$ cat src/include/ccop_pkg.sv
// shared constants, register map and carrier types of the capture/compare one-shot timer
package ccop_pkg;

	localparam int CCOP_CNT_W  = 16;
	localparam int CCOP_ADDR_W = 8;
	localparam int CCOP_PSC_W  = 3;

	// register byte offsets
	localparam logic [CCOP_ADDR_W-1:0] CCOP_OFF_RUN   = 8'h00;
	localparam logic [CCOP_ADDR_W-1:0] CCOP_OFF_FFCTL = 8'h04;
	localparam logic [CCOP_ADDR_W-1:0] CCOP_OFF_MODE  = 8'h08;
	localparam logic [CCOP_ADDR_W-1:0] CCOP_OFF_MASK  = 8'h0C;
	localparam logic [CCOP_ADDR_W-1:0] CCOP_OFF_COUNT = 8'h10;
	localparam logic [CCOP_ADDR_W-1:0] CCOP_OFF_CAP0  = 8'h14;
	localparam logic [CCOP_ADDR_W-1:0] CCOP_OFF_CAP1  = 8'h18;
	localparam logic [CCOP_ADDR_W-1:0] CCOP_OFF_CMP0  = 8'h1C;
	localparam logic [CCOP_ADDR_W-1:0] CCOP_OFF_CMP1  = 8'h20;

	// flipflop_control fields
	localparam int CCOP_FF_TOG0   = 0;
	localparam int CCOP_FF_TOG1   = 1;
	localparam int CCOP_FF_TOGCAP = 2;
	localparam int CCOP_FF_CLEAR  = 3;
	localparam int CCOP_FF_STATE  = 4;

	// timer_irq_mask fields, 1 suppresses
	localparam int CCOP_IM_CAP0 = 0;
	localparam int CCOP_IM_CAP1 = 1;
	localparam int CCOP_IM_CMP0 = 2;
	localparam int CCOP_IM_CMP1 = 3;

	// reset values
	localparam logic [CCOP_CNT_W-1:0] CCOP_CNT_RST  = 16'h0000;
	localparam logic [3:0]            CCOP_MASK_RST = 4'hF;
	localparam logic [CCOP_PSC_W-1:0] CCOP_PSC_RST  = 3'h0;

	typedef struct packed {
		logic                   psel;
		logic                   penable;
		logic                   pwrite;
		logic [CCOP_ADDR_W-1:0] paddr;
		logic [31:0]            pwdata;
	} ccop_apb_req_t;

	typedef struct packed {
		logic [31:0] prdata;
		logic        pready;
		logic        pslverr;
	} ccop_apb_rsp_t;

	typedef struct packed {
		logic capture0_irq;
		logic capture1_irq;
		logic compare0_match_irq;
		logic compare1_match_irq;
	} ccop_irq_t;

endpackage

$ cat src/verilog/ccop_timer.sv
// 16-bit capture/compare timer for one-shot pulses and pulse width measurement
// Overview of operation
// 16-bit up-counter free-runs on prescaler ticks
// rising input edge copies counter to capture0
// capture0 raises capture0 interrupt
// software loads compares with capture plus delay/width
// toggle bits 11 invert output on compares
// software clears toggle enables after pulse
// mask register suppresses each interrupt separately
// output may invert on capture0 event
// no-delay: compare1 match inverts, software disables
// falling edge copies counter to capture1
// capture1 raises capture1 interrupt
// software computes high width from captures
// software extends measurement beyond counter range
// software computes low width across periods
// run bit starts and stops the counter
// counter wraps from all ones to zero
module ccop_timer import ccop_pkg::*; #(
	parameter int PSC_DIV_W = 7
) (
	// clock and reset
	input  wire logic    pclk,
	input  wire logic    presetn,
	// register bus
	input  ccop_apb_req_t apb_req,
	output ccop_apb_rsp_t apb_rsp,
	// external pins
	input  wire logic    timer_ext_input,
	output logic         timer_pulse_output,
	// interrupt requests
	output ccop_irq_t    irq
);

	typedef struct packed {
		logic                  run_bit;
		logic                  toggle_on_compare0;
		logic                  toggle_on_compare1;
		logic                  toggle_on_capture0;
		logic [CCOP_PSC_W-1:0] psc_sel;
		logic [3:0]            mask;
		logic [CCOP_CNT_W-1:0] up_counter;
		logic [CCOP_CNT_W-1:0] capture_reg_0;
		logic [CCOP_CNT_W-1:0] capture_reg_1;
		logic [CCOP_CNT_W-1:0] compare_reg_0;
		logic [CCOP_CNT_W-1:0] compare_reg_1;
		logic                  output_flipflop;
		logic                  ext_s1;
		logic                  ext_s2;
		logic                  ext_prev;
		ccop_irq_t             irq;
		ccop_apb_rsp_t         rsp;
	} ccop_state_t;

	localparam ccop_state_t CCOP_RST = '{
		run_bit: 1'b0, toggle_on_compare0: 1'b0, toggle_on_compare1: 1'b0,
		toggle_on_capture0: 1'b0, psc_sel: CCOP_PSC_RST, mask: CCOP_MASK_RST,
		up_counter: CCOP_CNT_RST, capture_reg_0: CCOP_CNT_RST, capture_reg_1: CCOP_CNT_RST,
		compare_reg_0: CCOP_CNT_RST, compare_reg_1: CCOP_CNT_RST, output_flipflop: 1'b0,
		ext_s1: 1'b0, ext_s2: 1'b0, ext_prev: 1'b0, irq: '0, rsp: '0};

	ccop_state_t s_q;
	ccop_state_t s_d;

	logic                  tick;
	logic                  count_ev;
	logic [CCOP_CNT_W-1:0] cnt_inc;
	logic                  rise;
	logic                  fall;
	logic                  match0;
	logic                  match1;
	logic                  cap_tog;
	logic                  wr_ev;
	logic                  setup;

	function automatic logic [31:0] ccop_zext(input logic [CCOP_CNT_W-1:0] v);
		ccop_zext = {{(32 - CCOP_CNT_W){1'b0}}, v};
	endfunction

	function automatic logic ccop_mapped(input logic [CCOP_ADDR_W-1:0] a);
		ccop_mapped = (a <= CCOP_OFF_CMP1) && (a[1:0] == 2'h0);
	endfunction

	ccop_prescaler #(
		.DIV_W (PSC_DIV_W)
	) u_psc (
		.pclk    (pclk),
		.presetn (presetn),
		.run     (s_q.run_bit),
		.sel     (s_q.psc_sel),
		.tick    (tick)
	);

	// synchronised edges of the external input
	assign rise     = s_q.ext_s2 && !s_q.ext_prev;
	assign fall     = !s_q.ext_s2 && s_q.ext_prev;
	assign count_ev = s_q.run_bit && tick;
	assign cnt_inc  = s_q.up_counter + 1'b1;
	// a match is the tick that brings the counter onto the compare value
	assign match0   = count_ev && (cnt_inc == s_q.compare_reg_0);
	assign match1   = count_ev && (cnt_inc == s_q.compare_reg_1);
	assign cap_tog  = rise && s_q.toggle_on_capture0;
	assign setup    = apb_req.psel && !apb_req.penable;
	assign wr_ev    = apb_req.psel && apb_req.penable && s_q.rsp.pready && apb_req.pwrite
	                  && !s_q.rsp.pslverr;

	always_comb begin
		s_d          = s_q;
		s_d.ext_s1   = timer_ext_input;
		s_d.ext_s2   = s_q.ext_s1;
		s_d.ext_prev = s_q.ext_s2;

		if (count_ev) begin
			s_d.up_counter = cnt_inc;
		end
		if (rise) begin
			s_d.capture_reg_0 = s_q.up_counter;
		end
		if (fall) begin
			s_d.capture_reg_1 = s_q.up_counter;
		end

		// simultaneous causes each invert once
		s_d.output_flipflop = s_q.output_flipflop
		                      ^ (match0 && s_q.toggle_on_compare0)
		                      ^ (match1 && s_q.toggle_on_compare1)
		                      ^ cap_tog;

		s_d.irq.capture0_irq       = rise && !s_q.mask[CCOP_IM_CAP0];
		s_d.irq.capture1_irq       = fall && !s_q.mask[CCOP_IM_CAP1];
		s_d.irq.compare0_match_irq = match0 && !s_q.mask[CCOP_IM_CMP0];
		s_d.irq.compare1_match_irq = match1 && !s_q.mask[CCOP_IM_CMP1];

		// no wait state: read data is sampled in setup, ready in the first access cycle
		s_d.rsp.pready = setup;
		if (setup) begin
			s_d.rsp.pslverr = !ccop_mapped(apb_req.paddr);
			s_d.rsp.prdata  = '0;
			case (apb_req.paddr)
				CCOP_OFF_RUN: begin
					s_d.rsp.prdata[0] = s_q.run_bit;
				end
				CCOP_OFF_FFCTL: begin
					s_d.rsp.prdata[CCOP_FF_TOG0]   = s_q.toggle_on_compare0;
					s_d.rsp.prdata[CCOP_FF_TOG1]   = s_q.toggle_on_compare1;
					s_d.rsp.prdata[CCOP_FF_TOGCAP] = s_q.toggle_on_capture0;
					s_d.rsp.prdata[CCOP_FF_STATE]  = s_q.output_flipflop;
				end
				CCOP_OFF_MODE:  s_d.rsp.prdata[CCOP_PSC_W-1:0] = s_q.psc_sel;
				CCOP_OFF_MASK:  s_d.rsp.prdata[3:0] = s_q.mask;
				CCOP_OFF_COUNT: s_d.rsp.prdata = ccop_zext(s_q.up_counter);
				CCOP_OFF_CAP0:  s_d.rsp.prdata = ccop_zext(s_q.capture_reg_0);
				CCOP_OFF_CAP1:  s_d.rsp.prdata = ccop_zext(s_q.capture_reg_1);
				CCOP_OFF_CMP0:  s_d.rsp.prdata = ccop_zext(s_q.compare_reg_0);
				CCOP_OFF_CMP1:  s_d.rsp.prdata = ccop_zext(s_q.compare_reg_1);
				default:        s_d.rsp.prdata = '0;
			endcase
		end

		if (wr_ev) begin
			case (apb_req.paddr)
				CCOP_OFF_RUN: begin
					s_d.run_bit = apb_req.pwdata[0];
				end
				CCOP_OFF_FFCTL: begin
					s_d.toggle_on_compare0 = apb_req.pwdata[CCOP_FF_TOG0];
					s_d.toggle_on_compare1 = apb_req.pwdata[CCOP_FF_TOG1];
					s_d.toggle_on_capture0 = apb_req.pwdata[CCOP_FF_TOGCAP];
					// software clear overrides a toggle in the same cycle
					if (apb_req.pwdata[CCOP_FF_CLEAR]) begin
						s_d.output_flipflop = 1'b0;
					end
				end
				CCOP_OFF_MODE:  s_d.psc_sel = apb_req.pwdata[CCOP_PSC_W-1:0];
				CCOP_OFF_MASK:  s_d.mask = apb_req.pwdata[3:0];
				CCOP_OFF_CMP0:  s_d.compare_reg_0 = apb_req.pwdata[CCOP_CNT_W-1:0];
				CCOP_OFF_CMP1:  s_d.compare_reg_1 = apb_req.pwdata[CCOP_CNT_W-1:0];
				default: begin
				end
			endcase
		end
	end

	always_ff @(posedge pclk or negedge presetn) begin
		if (!presetn) begin
			s_q <= CCOP_RST;
		end else begin
			s_q <= s_d;
		end
	end

	assign apb_rsp            = s_q.rsp;
	assign irq                = s_q.irq;
	assign timer_pulse_output = s_q.output_flipflop;
endmodule

$ cat src/verilog/ccop_prescaler.sv
// prescaler producing the one-cycle counting tick for the up-counter
module ccop_prescaler import ccop_pkg::*; #(
	parameter int DIV_W = 7
) (
	// clock and reset
	input  wire logic                  pclk,
	input  wire logic                  presetn,
	// control
	input  wire logic                  run,
	input  wire logic [CCOP_PSC_W-1:0] sel,
	// tick out
	output logic                       tick
);

	typedef struct packed {
		logic [DIV_W-1:0] cnt;
		logic             tick;
	} ccop_psc_state_t;

	ccop_psc_state_t s_q;
	ccop_psc_state_t s_d;
	logic [DIV_W-1:0] div_mask;

	always_comb begin
		s_d      = s_q;
		div_mask = DIV_W'((1 << sel) - 1);
		// restart on stop so the first tick after start is a full period
		s_d.cnt  = s_q.cnt + 1'b1;
		s_d.tick = run && ((s_q.cnt & div_mask) == div_mask);
		if (!run) begin
			s_d.cnt = '0;
		end
	end

	always_ff @(posedge pclk or negedge presetn) begin
		if (!presetn) begin
			s_q <= '0;
		end else begin
			s_q <= s_d;
		end
	end

	assign tick = s_q.tick;

endmodule

$ cat config.mk
export PLATFORM = sky130hd
export DESIGN_NAME = ccop_timer
export DESIGN_NICKNAME = d
export VERILOG_FILES = /design/src/include/ccop_pkg.sv /design/src/verilog/ccop_timer.sv /design/src/verilog/ccop_prescaler.sv
export SDC_FILE = /design/constraint.sdc
export NUM_CORES = 1
export LEC_CHECK = 0
export ABC_AREA = 1
export BUFFER_PORTS_ARGS = -buffer_cell sky130_fd_sc_hd__buf_2
export CAP_MARGIN = 0
export CORE_UTILIZATION = 25
export DETAILED_ROUTE_END_ITERATION = 12
export HOLD_SLACK_MARGIN = 0.02
export PLACE_DENSITY = 0.53
export SYNTH_ARGS = -nofsm -noshare
export SYNTH_HDL_FRONTEND = slang
export SYNTH_SLANG_ARGS = --single-unit
$ cat constraint.sdc
create_clock -name pclk -period 2.2 [get_ports pclk]
set_input_delay 0.11 -clock pclk [delete_from_list [all_inputs] [get_ports pclk]]
set_output_delay 0.11 -clock pclk [all_outputs]
set_load 0.03 [all_outputs]
==> metrics.md, run 1 <==
| Metric | Value |
|---|---|
| Area Growth Syn to Fin | 22.7% |
| Hold_sp | apb_req[1] |
| CP Launch Type | flip-flop |
| Clk buf depth | 2 |
| TNS Setup | 0 ns |
| Post-Synthesis Mean Instance Area | 7.59 um^2 |
| Period minus WS final | 2.17 ns |
| ANT cells | 0 |
| Largest net degree at the start of global routing | 51 |
| Clock Root Buffer | clkbuf_16 |
| Critical Path, Cell by Cell | ha_4, nand2_4, nor2_4, buf_12, nand4_1, nand2_1, nand2_1, nand2_1, nand3_2, nor2_4, nand3_1, nand2_1, nand2_1, nand2_1, nand2_1, nor2_1 |
| FF-to-FF path depth | 16 |
| Cts bufs inserted | 17 |
| Yosys warnings | 0 |
| Share of layout cells above drive strength 1 | 17.7% |
| Fillers | 2907 |
| WL/cell | 15.2 um |
| Post-route clock period utilization | 98.6% |
| Initial Utilization | 25.4% |
| Pins Over Slew Limit | 0 |
| Seq/Total Area, Yosys | 45.9% |
| Vias in the first global route | 5816 |
| GRT Total Usage | 15.0% |
| GR Layer Usage met1 | 21.4% |
| Setup CP Type | flip-flop to flip-flop |
| Total I/O pin count | 85 |
| Crit path DAT | 2.53 ns |
| Clock sink total | 125 |
| CTS tree | done |
| Pre-CTS setup slack | 0.0638 ns |
| GRT Max-Usage Layer | met2 |
| Met2 GRT Util | 22.6% |
| Asr flop ratio synth | 100% |
| Most common cell on crit path | nand2_1 |
| Slew headroom | 64.1% |
| Post-Route WL | 20200 um |
| Via-to-Cell Ratio | 4.61 |
| Initial antenna violation count | 0 |
| Worst Hold Path EP | s_q[59] |
| VDD IR max | 0.000516 V |
| Final hold vios | 0 |
| Final core occ | 31.2% |
| Final RePlAce weighted congestion | 0.876 |
| Hold path cells | 3 |
| Main synth FF type | dfrtp_1 |
| Drc violations | 0 |
| DRT Pass-1 Iters | 5 |
| Worst r2r src | s_q[107] |
| HPWL after DPL | 15300 um |
| WP data required | 2.56 ns |
| Placed cells | 1278 |
| Final setup violation count | 0 |
| Hold Path Class | input port to flip-flop |
| Worst-Skew Late Latency | 0.42 ns |
| Buf/Inv on CP | 1 |
| Layout Skew | 0.00745 ns |
| Crit path max-delay family | simple AND/OR/NAND/NOR gates |
| Worst slew pin tran | 0.538 ns |
| GR Util met3 | 3.07% |
| Final setup margin | 0.0311 ns |
| Width of the die | 167 um |
| Grt ovf | 0 |
| CP Capture Type | flip-flop |
| Vias | 6131 |
| Synth unique cells | 44 |
| RSZ-0062 raised after global routing | true |
| Post-Syn Instances | 900 |
| Worst Path Max Fanout | 6 |
| Syn Std Cell Area | 6830 um^2 |
| Leak pwr | 0.00386 uW |
| Core Region | 26900 um^2 |
| Fin nets | 1025 |
| Fin cells | 1330 |
| R2r setup slk | 0.03 ns |
| Die height | 167 um |
| F_max | 461 MHz |
| Number of max-cap violations | 0 |
| R2r endpoint | timer_pulse_output |
| # port buffers | 52 |
| Initial DRC Count | 513 |
| Die ar. | 28000 um^2 |
| Register bit total from synthesis | 125 |
| First-pass GRT wire length | 32500 um |
| Status | completed |
| Critical Path Max Stage Delay | 0.40 ns |
| Clock transition at path regs | 0.06 ns |
| Floorplan row count | 60 |
| P per Cell Area | 656 nW/um^2 |
| Post-synth EDFFs | 0 |
| Slowest-stage cell, CP | dfrtp_1 |
| Antenna Violating Nets Remaining | 0 |
| H-Tree Depth | 4 |
==> state kept, by name, summed over array words and instances, names as in the netlist <==
register            flops
apb_rsp                18
irq                     4
s_d                     2
s_q                    92
timer_pulse_output      1
u_psc.s_q               7
u_psc.tick              1
==> cell usage in the layout (no fill, tap or decap), types with 9 or more instances in the layout <==
| master | Yosys | final |
|---|---|---|
| nand2_1 | 249 | 240 |
| dlygate4sd3_1 | 0 | 15 |
| a21oi_1 | 19 | 19 |
| nor2_1 | 52 | 48 |
| inv_1 | 104 | 104 |
| nor3_1 | 15 | 13 |
| buf_2 | 1 | 51 |
| buf_4 | 39 | 29 |
| o22ai_1 | 11 | 11 |
| dfrtp_1 | 121 | 117 |
| nand2_2 | 9 | 16 |
| o21ai_0 | 108 | 108 |
| nand4_1 | 16 | 16 |
| nor2_4 | 5 | 9 |
| a221oi_1 | 15 | 15 |
| nand3_1 | 67 | 62 |
| conb_1 | 1 | 16 |
| clkbuf_16 | 0 | 17 |
==> cells in the mapped netlist, types with 4 or more instances <==
master    number  share of area (%)
a21oi_1       19                1.4
a221oi_1      15                1.9
buf_4         39                4.3
clkbuf_1      18               0.99
dfrtp_1      121                 44
dfstp_2        4                1.5
inv_1        104                5.7
nand2_1      249                 14
nand2_2        9               0.82
nand3_1       67                4.9
nand4_1       16                1.5
nor2_1        52                2.9
nor2_2         6               0.55
nor2_4         5               0.82
nor3_1        15                1.1
o21ai_0      108                7.9
o22ai_1       11                1.0
==> layout make-up <==
class                      count  area [um^2]  share of cell area (%)
sequential                   125         3140                    37.4
inverter                     110          415                    4.96
clock inverter                12          146                    1.75
clock buffer                  20          437                    5.21
timing repair buffer         101          726                    8.66
multi-input combinational    621         3090                    36.9
tap                          341          427                    5.09
==> what timing repair did <==
item / 4_1_cts / 5_1_grt
endpoints found under the setup margin: 0 / 3
resized for setup: 0 / 36
endpoints found under the hold margin: 61 / 0
setup buffers: 0 / 5
hold buffers: 15 / 0
==> stage by stage <==
stage,instance area [um^2],total power (uW),hold slack (ns)
floorplan,6890,2620,-0.186
global placement,7460,2720,0.129
detailed placement,7460,2720,0.126
CTS,8200,5540,0.0617
global route,8380,5700,0.0628
finish,8380,5500,0.0564
==> worst max-delay path by stage <==
stage	start	end	depth (start not counted)
floorplan	s_q[107]	timer_pulse_output	16
global placement	s_q[106]	irq[1]	12
detailed placement	s_q[107]	irq[1]	12
CTS	s_q[107]	irq[1]	12
global route	s_q[107]	timer_pulse_output	17
finish	s_q[107]	timer_pulse_output	16
==> cells by family after synthesis <==
| logic type | after synthesis | synth area share (%) |
|---|---|---|
| buffers and inverters | 169 | 11.5 |
| adders and majority gates | 3 | 0.549 |
| AOI/OAI and AO/OA | 169 | 14.2 |
| muxes | 1 | 0.165 |
| xor gates and xnor gates | 1 | 0.128 |
| other | 1 | 0.0549 |
| and+or+nand+nor | 431 | 27.5 |
| DFF | 125 | 45.9 |
==> worst min-delay path, cell delays in order <==
cell and delay (ns):
buf_2 0.07, inv_1 0.09, o21ai_0 0.16
==> report_power, final <==
group          leakage (uW)  switching (uW)  total [uW]  internal, uW
clock network      0.000280            1040        2800          1770
logic               0.00189             239         337          98.4
registers           0.00169            19.6        2350          2330
total               0.00386            1290        5500          4200
==> metal layers <==
layer	wire [um]	up-vias
met3	1070	18
met1	10000	2867
li1	-	3066
met4	343	0
met5	0	-
met2	8720	180
No activity file was read; power rests on OpenSTA's default activity.
==> inputs of run 2 (changes only) <==
--- a/config.mk
+++ b/config.mk
@@ -10,8 +10,8 @@
 export CAP_MARGIN = 0
 export CORE_UTILIZATION = 25
 export DETAILED_ROUTE_END_ITERATION = 12
-export HOLD_SLACK_MARGIN = 0.02
 export PLACE_DENSITY = 0.53
+export SETUP_SLACK_MARGIN = 0.5
 export SYNTH_ARGS = -nofsm -noshare
 export SYNTH_HDL_FRONTEND = slang
 export SYNTH_SLANG_ARGS = --single-unit
==> run 2 against run 1 <==
Net effect:
- worst hold slack improved by 0.0062 ns
- design area increased by 1.8%
- routed wire length fell by 0.20%
- via count grew 1.0%
- core utilization up 0.56 points
- worst setup slack better by 0.11 ns
- die area is the same
- critical path type unchanged
- largest power group unchanged
==> metrics.md, run 2 (same netlist as run 1, synthesis figures left out) <==
| Metric | Value |
|---|---|
| Core Region | 26900 um^2 (unchanged) |
| Die ar. | 28000 um^2 (unchanged) |
| F_max | 486 MHz (was 461 MHz) |
| Initial antenna violation count | 0 (unchanged) |
| Grt ovf | 0 (unchanged) |
| Slew headroom | 64.1% (about the same) |
| Cts bufs inserted | 17 (unchanged) |
| Worst-Skew Late Latency | 0.43 ns (was 0.42 ns) |
| Clk buf depth | 2 (unchanged) |
| Hold Path Class | input port to flip-flop (unchanged) |
| TNS Setup | 0 ns (unchanged) |
| Antenna Violating Nets Remaining | 0 (unchanged) |
| Crit path DAT | 2.42 ns (was 2.53 ns) |
| Final setup violation count | 0 (unchanged) |
| Period minus WS final | 2.06 ns (was 2.17 ns) |
| Post-Route WL | 20100 um (was 20200 um) |
| Layout Skew | 0.0101 ns (was 0.00745 ns) |
| Post-route clock period utilization | 93.5% (was 98.6%) |
| Total I/O pin count | 85 (unchanged) |
| Final RePlAce weighted congestion | 0.886 (was 0.876) |
| Clock Root Buffer | clkbuf_16 (unchanged) |
| H-Tree Depth | 4 (unchanged) |
| Worst slew pin tran | 0.535 ns (was 0.538 ns) |
| RSZ-0062 raised after global routing | true (unchanged) |
| Fin nets | 1040 (was 1025) |
| DRT Pass-1 Iters | 5 (unchanged) |
| Setup CP Type | flip-flop to flip-flop (unchanged) |
| CP Capture Type | flip-flop (unchanged) |
| Clock transition at path regs | 0.06 ns (about the same) |
| Reg with most FFs | s_q (unchanged) |
| Initial Utilization | 25.4% (unchanged) |
| WL/cell | 15.0 um (was 15.2 um) |
| Final hold vios | 0 (unchanged) |
| Leak pwr | 0.00391 uW (was 0.00386 uW) |
| Drc violations | 0 (unchanged) |
| WP data required | 2.57 ns (was 2.56 ns) |
| VDD IR max | 0.000521 V (was 0.000516 V) |
| Most frequent cells in the layout | 235 x nand2_1, 111 x dfrtp_1, 107 x o21ai_0 (was 240 x nand2_1, 117 x dfrtp_1, 108 x o21ai_0) |
| Share of layout cells above drive strength 1 | 21.1% (was 17.7%) |
| Number of max-cap violations | 0 (unchanged) |
| ANT cells | 0 (unchanged) |
| Floorplan row count | 60 (unchanged) |
| HPWL after DPL | 15400 um (was 15300 um) |
| Pins Over Slew Limit | 0 (unchanged) |
| Initial DRC Count | 443 (was 513) |
| # port buffers | 52 (unchanged) |
| CP Launch Type | flip-flop (unchanged) |
| Number of flip-flops under the largest register name | 92 (unchanged) |
| CTS tree | done (unchanged) |
| Hold_sp | apb_req[1] (unchanged) |
| Commonest non-fill, non-tap cell in the layout | nand2_1 (unchanged) |
| Area Growth Syn to Fin | 24.9% (was 22.7%) |
| Width of the die | 167 um (unchanged) |
| Placed cells | 1281 (was 1278) |
| Die height | 167 um (unchanged) |
| P per Cell Area | 640 nW/um^2 (was 656 nW/um^2) |
| Worst r2r src | s_q[106] (was s_q[107]) |
| Largest net degree at the start of global routing | 55 (was 51) |
| CP Launch Point | s_q[106] (was s_q[107]) |
| Status | completed (unchanged) |
| Via-to-Cell Ratio | 4.61 (about the same) |
| Vias in the first global route | 5807 (was 5816) |
| Vias | 6195 (was 6131) |
| GRT Total Usage | 15.0% (about the same) |
| Clock sink total | 125 (unchanged) |
| First-pass GRT wire length | 32500 um (about the same) |
| Worst Path Max Fanout | 5 (was 6) |
| Fin cells | 1344 (was 1330) |
==> run 2: routing by layer <==
| layer | GRT usage [%] | vias up | routed length, um |
|---|---|---|---|
| li1 | - | 3099 | - |
| met1 | 21.4 | 2914 | 10100 |
| met2 | 22.7 | 155 | 8730 |
| met3 | 2.81 | 27 | 992 |
| met4 | 4.95 | 0 | 365 |
| met5 | 0 | - | 0 |
==> run 2: area by class of cell <==
type	instances	area (um^2)
multi-input combinational	622	3160
inverter	110	418
timing repair buffer	115	802
fill	2896	18300
clock inverter	11	118
tap	341	427
sequential	125	3150
clock buffer	20	467
==> run 2: power by group <==
part           internal, uW  switching, uW  total (uW)
registers              2330           17.9        2350
clock network          1740           1030        2770
logic                  97.3            239         336
total                  4170           1290        5460
==> run 2: critical path, stage by stage (launching register included) <==
cell	delay, ns
dfrtp_1	0.40
buf_6	0.15
nand3_1	0.15
nor2_4	0.20
nand3_1	0.12
nand2_1	0.12
nand2_1	0.11
nand2_1	0.07
nand3_1	0.08
nor3_2	0.15
nand4_1	0.14
nor3_2	0.19
buf_4	0.13
==> run 2: through the flow <==
stage	cell area (um^2)	total power, uW	hold slack, ns	util, %	worst slack, ns
after floorplan	6910	2620	-0.186	-	0.364
after global placement	7480	2710	0.103	27.8	0.0863
after detailed placement	7480	2720	0.104	27.8	0.0627
after CTS	8380	5520	0.0604	31.2	0.151
after global routing	8530	5660	0.0716	31.7	-0.0166
final	8530	5460	0.0626	31.7	0.144
==> run 2: repair_timing <==
item,in CTS,in global routing
hold endpoints to repair,59,0
cloned,1,0
hold buffers,15,0
setup endpoints to repair,4,4
resized for setup,32,22
setup buffers,5,11
pin swaps,25,12
==> run 2: worst paths after layout <==
check / cells past startpoint / to / slack [ns]
setup / recovery: 12 / irq[1] / 0.14
hold / removal: 3 / s_q[130] / 0.06
setup reg to reg: 12 / irq[1] / 0.14
hold reg to reg: 0 / s_d[38] / 0.37
max in group asynchronous: 3 / s_q[123] / 1.17
min in group asynchronous: 2 / apb_rsp[14] / 0.20
==> inputs of run 3 (changes only) <==
--- a/config.mk
+++ b/config.mk
@@ -9,9 +9,10 @@
 export BUFFER_PORTS_ARGS = -buffer_cell sky130_fd_sc_hd__buf_2
 export CAP_MARGIN = 0
 export CORE_UTILIZATION = 25
+export CTS_CLUSTER_SIZE = 16
 export DETAILED_ROUTE_END_ITERATION = 12
+export MAX_ROUTING_LAYER = met4
 export PLACE_DENSITY = 0.53
-export SETUP_SLACK_MARGIN = 0.5
 export SYNTH_ARGS = -nofsm -noshare
 export SYNTH_HDL_FRONTEND = slang
 export SYNTH_SLANG_ARGS = --single-unit
==> run 3 against run 2 <==
Net effect:
- routed wire length rose by 1.5%
- global-route usage increased by 0.62 points
- core utilization shrank 0.31 points
- combinational power about the same
==> metrics.md, run 3 (same netlist as run 1, synthesis figures left out) <==
| Metric | Value |
|---|---|
| Leak pwr | 0.00387 uW (was 0.00391 uW) |
| HPWL after DPL | 15400 um (about the same) |
| Initial Utilization | 25.4% (unchanged) |
| First-pass GRT wire length | 32700 um (was 32500 um) |
| Worst r2r src | s_q[107] (was s_q[106]) |
| Hold path cells | 3 (unchanged) |
| Die height | 167 um (unchanged) |
| Clock sink total | 125 (unchanged) |
| Vias in the first global route | 5911 (was 5807) |
| CP Launch Type | flip-flop (unchanged) |
| F_max | 479 MHz (was 486 MHz) |
| Width of the die | 167 um (unchanged) |
| VDD IR max | 0.000472 V (was 0.000521 V) |
| P per Cell Area | 703 nW/um^2 (was 640 nW/um^2) |
| Area Growth Syn to Fin | 23.7% (was 24.9%) |
| Via-to-Cell Ratio | 4.60 (was 4.61) |
| Clock Root Buffer | clkbuf_16 (unchanged) |
| R2r setup slk | 0.11 ns (was 0.14 ns) |
| Layout Skew | 0.0106 ns (was 0.0101 ns) |
| Cts bufs inserted | 17 (unchanged) |
| Most frequent cells in the layout | 242 x nand2_1, 119 x dfrtp_1, 108 x o21ai_0 (was 235 x nand2_1, 111 x dfrtp_1, 107 x o21ai_0) |
| Placed cells | 1283 (was 1281) |
| Worst Hold Path EP | s_q[123] (was s_q[130]) |
| Initial antenna violation count | 0 (unchanged) |
| Number of max-cap violations | 0 (unchanged) |
| Vias | 6141 (was 6195) |
| Setup CP Type | flip-flop to flip-flop (unchanged) |
| Period minus WS final | 2.09 ns (was 2.06 ns) |
| Post-route clock period utilization | 94.9% (was 93.5%) |
| Number of flip-flops under the largest register name | 92 (unchanged) |
| Drc violations | 0 (unchanged) |
| Share of layout cells above drive strength 1 | 16.8% (was 21.1%) |
| Fin cells | 1334 (was 1344) |
| Crit path max-delay family | simple AND/OR/NAND/NOR gates (unchanged) |
| Status | completed (unchanged) |
| Die ar. | 28000 um^2 (unchanged) |
| Largest net degree at the start of global routing | 50 (was 55) |
| Pins Over Slew Limit | 0 (unchanged) |
| ANT cells | 0 (unchanged) |
| Worst Path Max Fanout | 3 (was 5) |
| Commonest non-fill, non-tap cell in the layout | nand2_1 (unchanged) |
| Antenna Violating Nets Remaining | 0 (unchanged) |
| H-Tree Depth | 4 (unchanged) |
| Hold Path Class | input port to flip-flop (unchanged) |
| Clk buf depth | 2 (unchanged) |
| Floorplan row count | 60 (unchanged) |
| GRT Total Usage | 15.6% (was 15.0%) |
| CP Capture Type | flip-flop (unchanged) |
| Final RePlAce weighted congestion | 0.887 (was 0.886) |
| Core Region | 26900 um^2 (unchanged) |
| DRT Pass-1 Iters | 5 (unchanged) |
| Buf/Inv on CP | 0 (was 2) |
| Crit path DAT | 2.45 ns (was 2.42 ns) |
| Total I/O pin count | 85 (unchanged) |
| WL/cell | 15.3 um (was 15.0 um) |
| Slowest-stage cell, CP | dfrtp_1 (unchanged) |
| Final hold vios | 0 (unchanged) |
| Fin nets | 1029 (was 1040) |
| Worst slew pin tran | 0.680 ns (was 0.535 ns) |
| Reg with most FFs | s_q (unchanged) |
| Initial DRC Count | 462 (was 443) |
| # port buffers | 52 (unchanged) |
| Post-Route WL | 20400 um (was 20100 um) |
| Critical Path Max Stage Delay | 0.40 ns (about the same) |
| Worst-Skew Late Latency | 0.43 ns (about the same) |
| Final setup violation count | 0 (unchanged) |
| Grt ovf | 0 (unchanged) |
| Critical Path, Cell by Cell | ha_4, nand3_1, nand2_1, nand2_1, nand2_1, nand3_1, nor3_1, nand2_1, nor2_2, nand3_1, nand2_1, nand2_1, nand2_1, nand2_1, nor2_1 (was buf_6, nand3_1, nor2_4, nand3_1, nand2_1, nand2_1, nand2_1, nand3_1, nor3_2, nand4_1, nor3_2, buf_4) |
| Pwr Total | 5940 uW (was 5460 uW) |
| WP data required | 2.56 ns (was 2.57 ns) |
| Most common cell on crit path | nand2_1 |
| RSZ-0062 raised after global routing | true (unchanged) |
| R2r endpoint | timer_pulse_output (was irq[1]) |
| FF-to-FF path depth | 15 (was 12) |
| Hold_sp | apb_req[1] (unchanged) |
| Slew headroom | 54.7% (was 64.1%) |
| CTS tree | done (unchanged) |
| Clock transition at path regs | 0.06 ns (about the same) |
[run 3: cell types whose count changed in the layout (fill, tap and decap cells not counted), moves of 3 or more]
| cell | previous run | this run |
|---|---|---|
| buf_4 | 46 | 34 |
| bufinv_16 | 2 | 6 |
| clkinv_2 | 5 | 1 |
| dfrtp_1 | 111 | 119 |
| dfrtp_2 | 10 | 2 |
| inv_1 | 101 | 104 |
| nand2_1 | 235 | 242 |
| nand2_2 | 22 | 15 |
| nand3_1 | 59 | 65 |
| nand3_2 | 7 | 2 |
| nor2_1 | 47 | 50 |
| nor2_2 | 9 | 5 |
| nor3_1 | 12 | 15 |
| nor3_2 | 3 | 0 |
[run 3: how the worst max path moves through the flow]
stage / start / end / slack, ns / cells after the start
4_1_cts: s_q[106] / timer_pulse_output / 0.03 / 14
2_1_floorplan: s_q[107] / timer_pulse_output / 0.28 / 16
3_5_place_dp: s_q[106] / timer_pulse_output / 0.05 / 14
6_report: s_q[107] / timer_pulse_output / 0.11 / 15
5_1_grt: s_q[107] / timer_pulse_output / -0.06 / 16
3_3_place_gp: s_q[106] / timer_pulse_output / 0.08 / 16
[run 3: worst register-to-register path: cells and delay by family (launching register included)]
kind          cells  cell delay [ns]
fa+ha+maj         1             0.20
simple gates     14             1.42
flops             1             0.40
[run 3: repair_timing]
| item | in CTS | in global routing |
|---|---|---|
| endpoints found under the hold margin | 67 | 0 |
| gates resized for setup | 0 | 22 |
| buffers inserted | 0 | 3 |
| hold buffers | 15 | 0 |
| setup endpoints to repair | 0 | 3 |
[run 3: where the power goes]
| part | total, uW | internal (uW) | switching (uW) | leakage, uW |
|---|---|---|---|---|
| logic | 339 | 99.1 | 240 | 0.00185 |
| clock network | 3250 | 2220 | 1030 | 0.000331 |
| registers | 2350 | 2330 | 20.2 | 0.00170 |
| total | 5940 | 4650 | 1290 | 0.00387 |
[run 3: per-layer routing]
layer  track usage, %  up-vias  share of wire [%]
met5                -        -                  0
met4             6.26        0                2.4
met3             2.55       32                4.5
met2             23.2      147                 44
met1             21.1     2878                 49
li1                 -     3084                  -
[run 3: area by class of cell]
type                       count  area [um^2]
fill                        2877        18400
sequential                   125         3140
multi-input combinational    622         3060
timing repair buffer         104          732
clock buffer                  22          474
tap                          341          427
inverter                     110          415
clock inverter                10          210
[run 3: per-stage QoR]
stage | hold WS (ns) | TNS (ns) | cell area (um^2) | util [%] | setup slack [ns]
floorplan | -0.186 | 0 | 6890 | - | 0.277
global placement | 0.192 | 0 | 7490 | 27.9 | 0.0751
detailed placement | 0.189 | 0 | 7490 | 27.9 | 0.0529
CTS | 0.0512 | 0 | 8320 | 31.0 | 0.0307
global route | 0.0746 | -0.0589 | 8450 | 31.4 | -0.0589
finish | 0.0425 | 0 | 8450 | 31.4 | 0.111
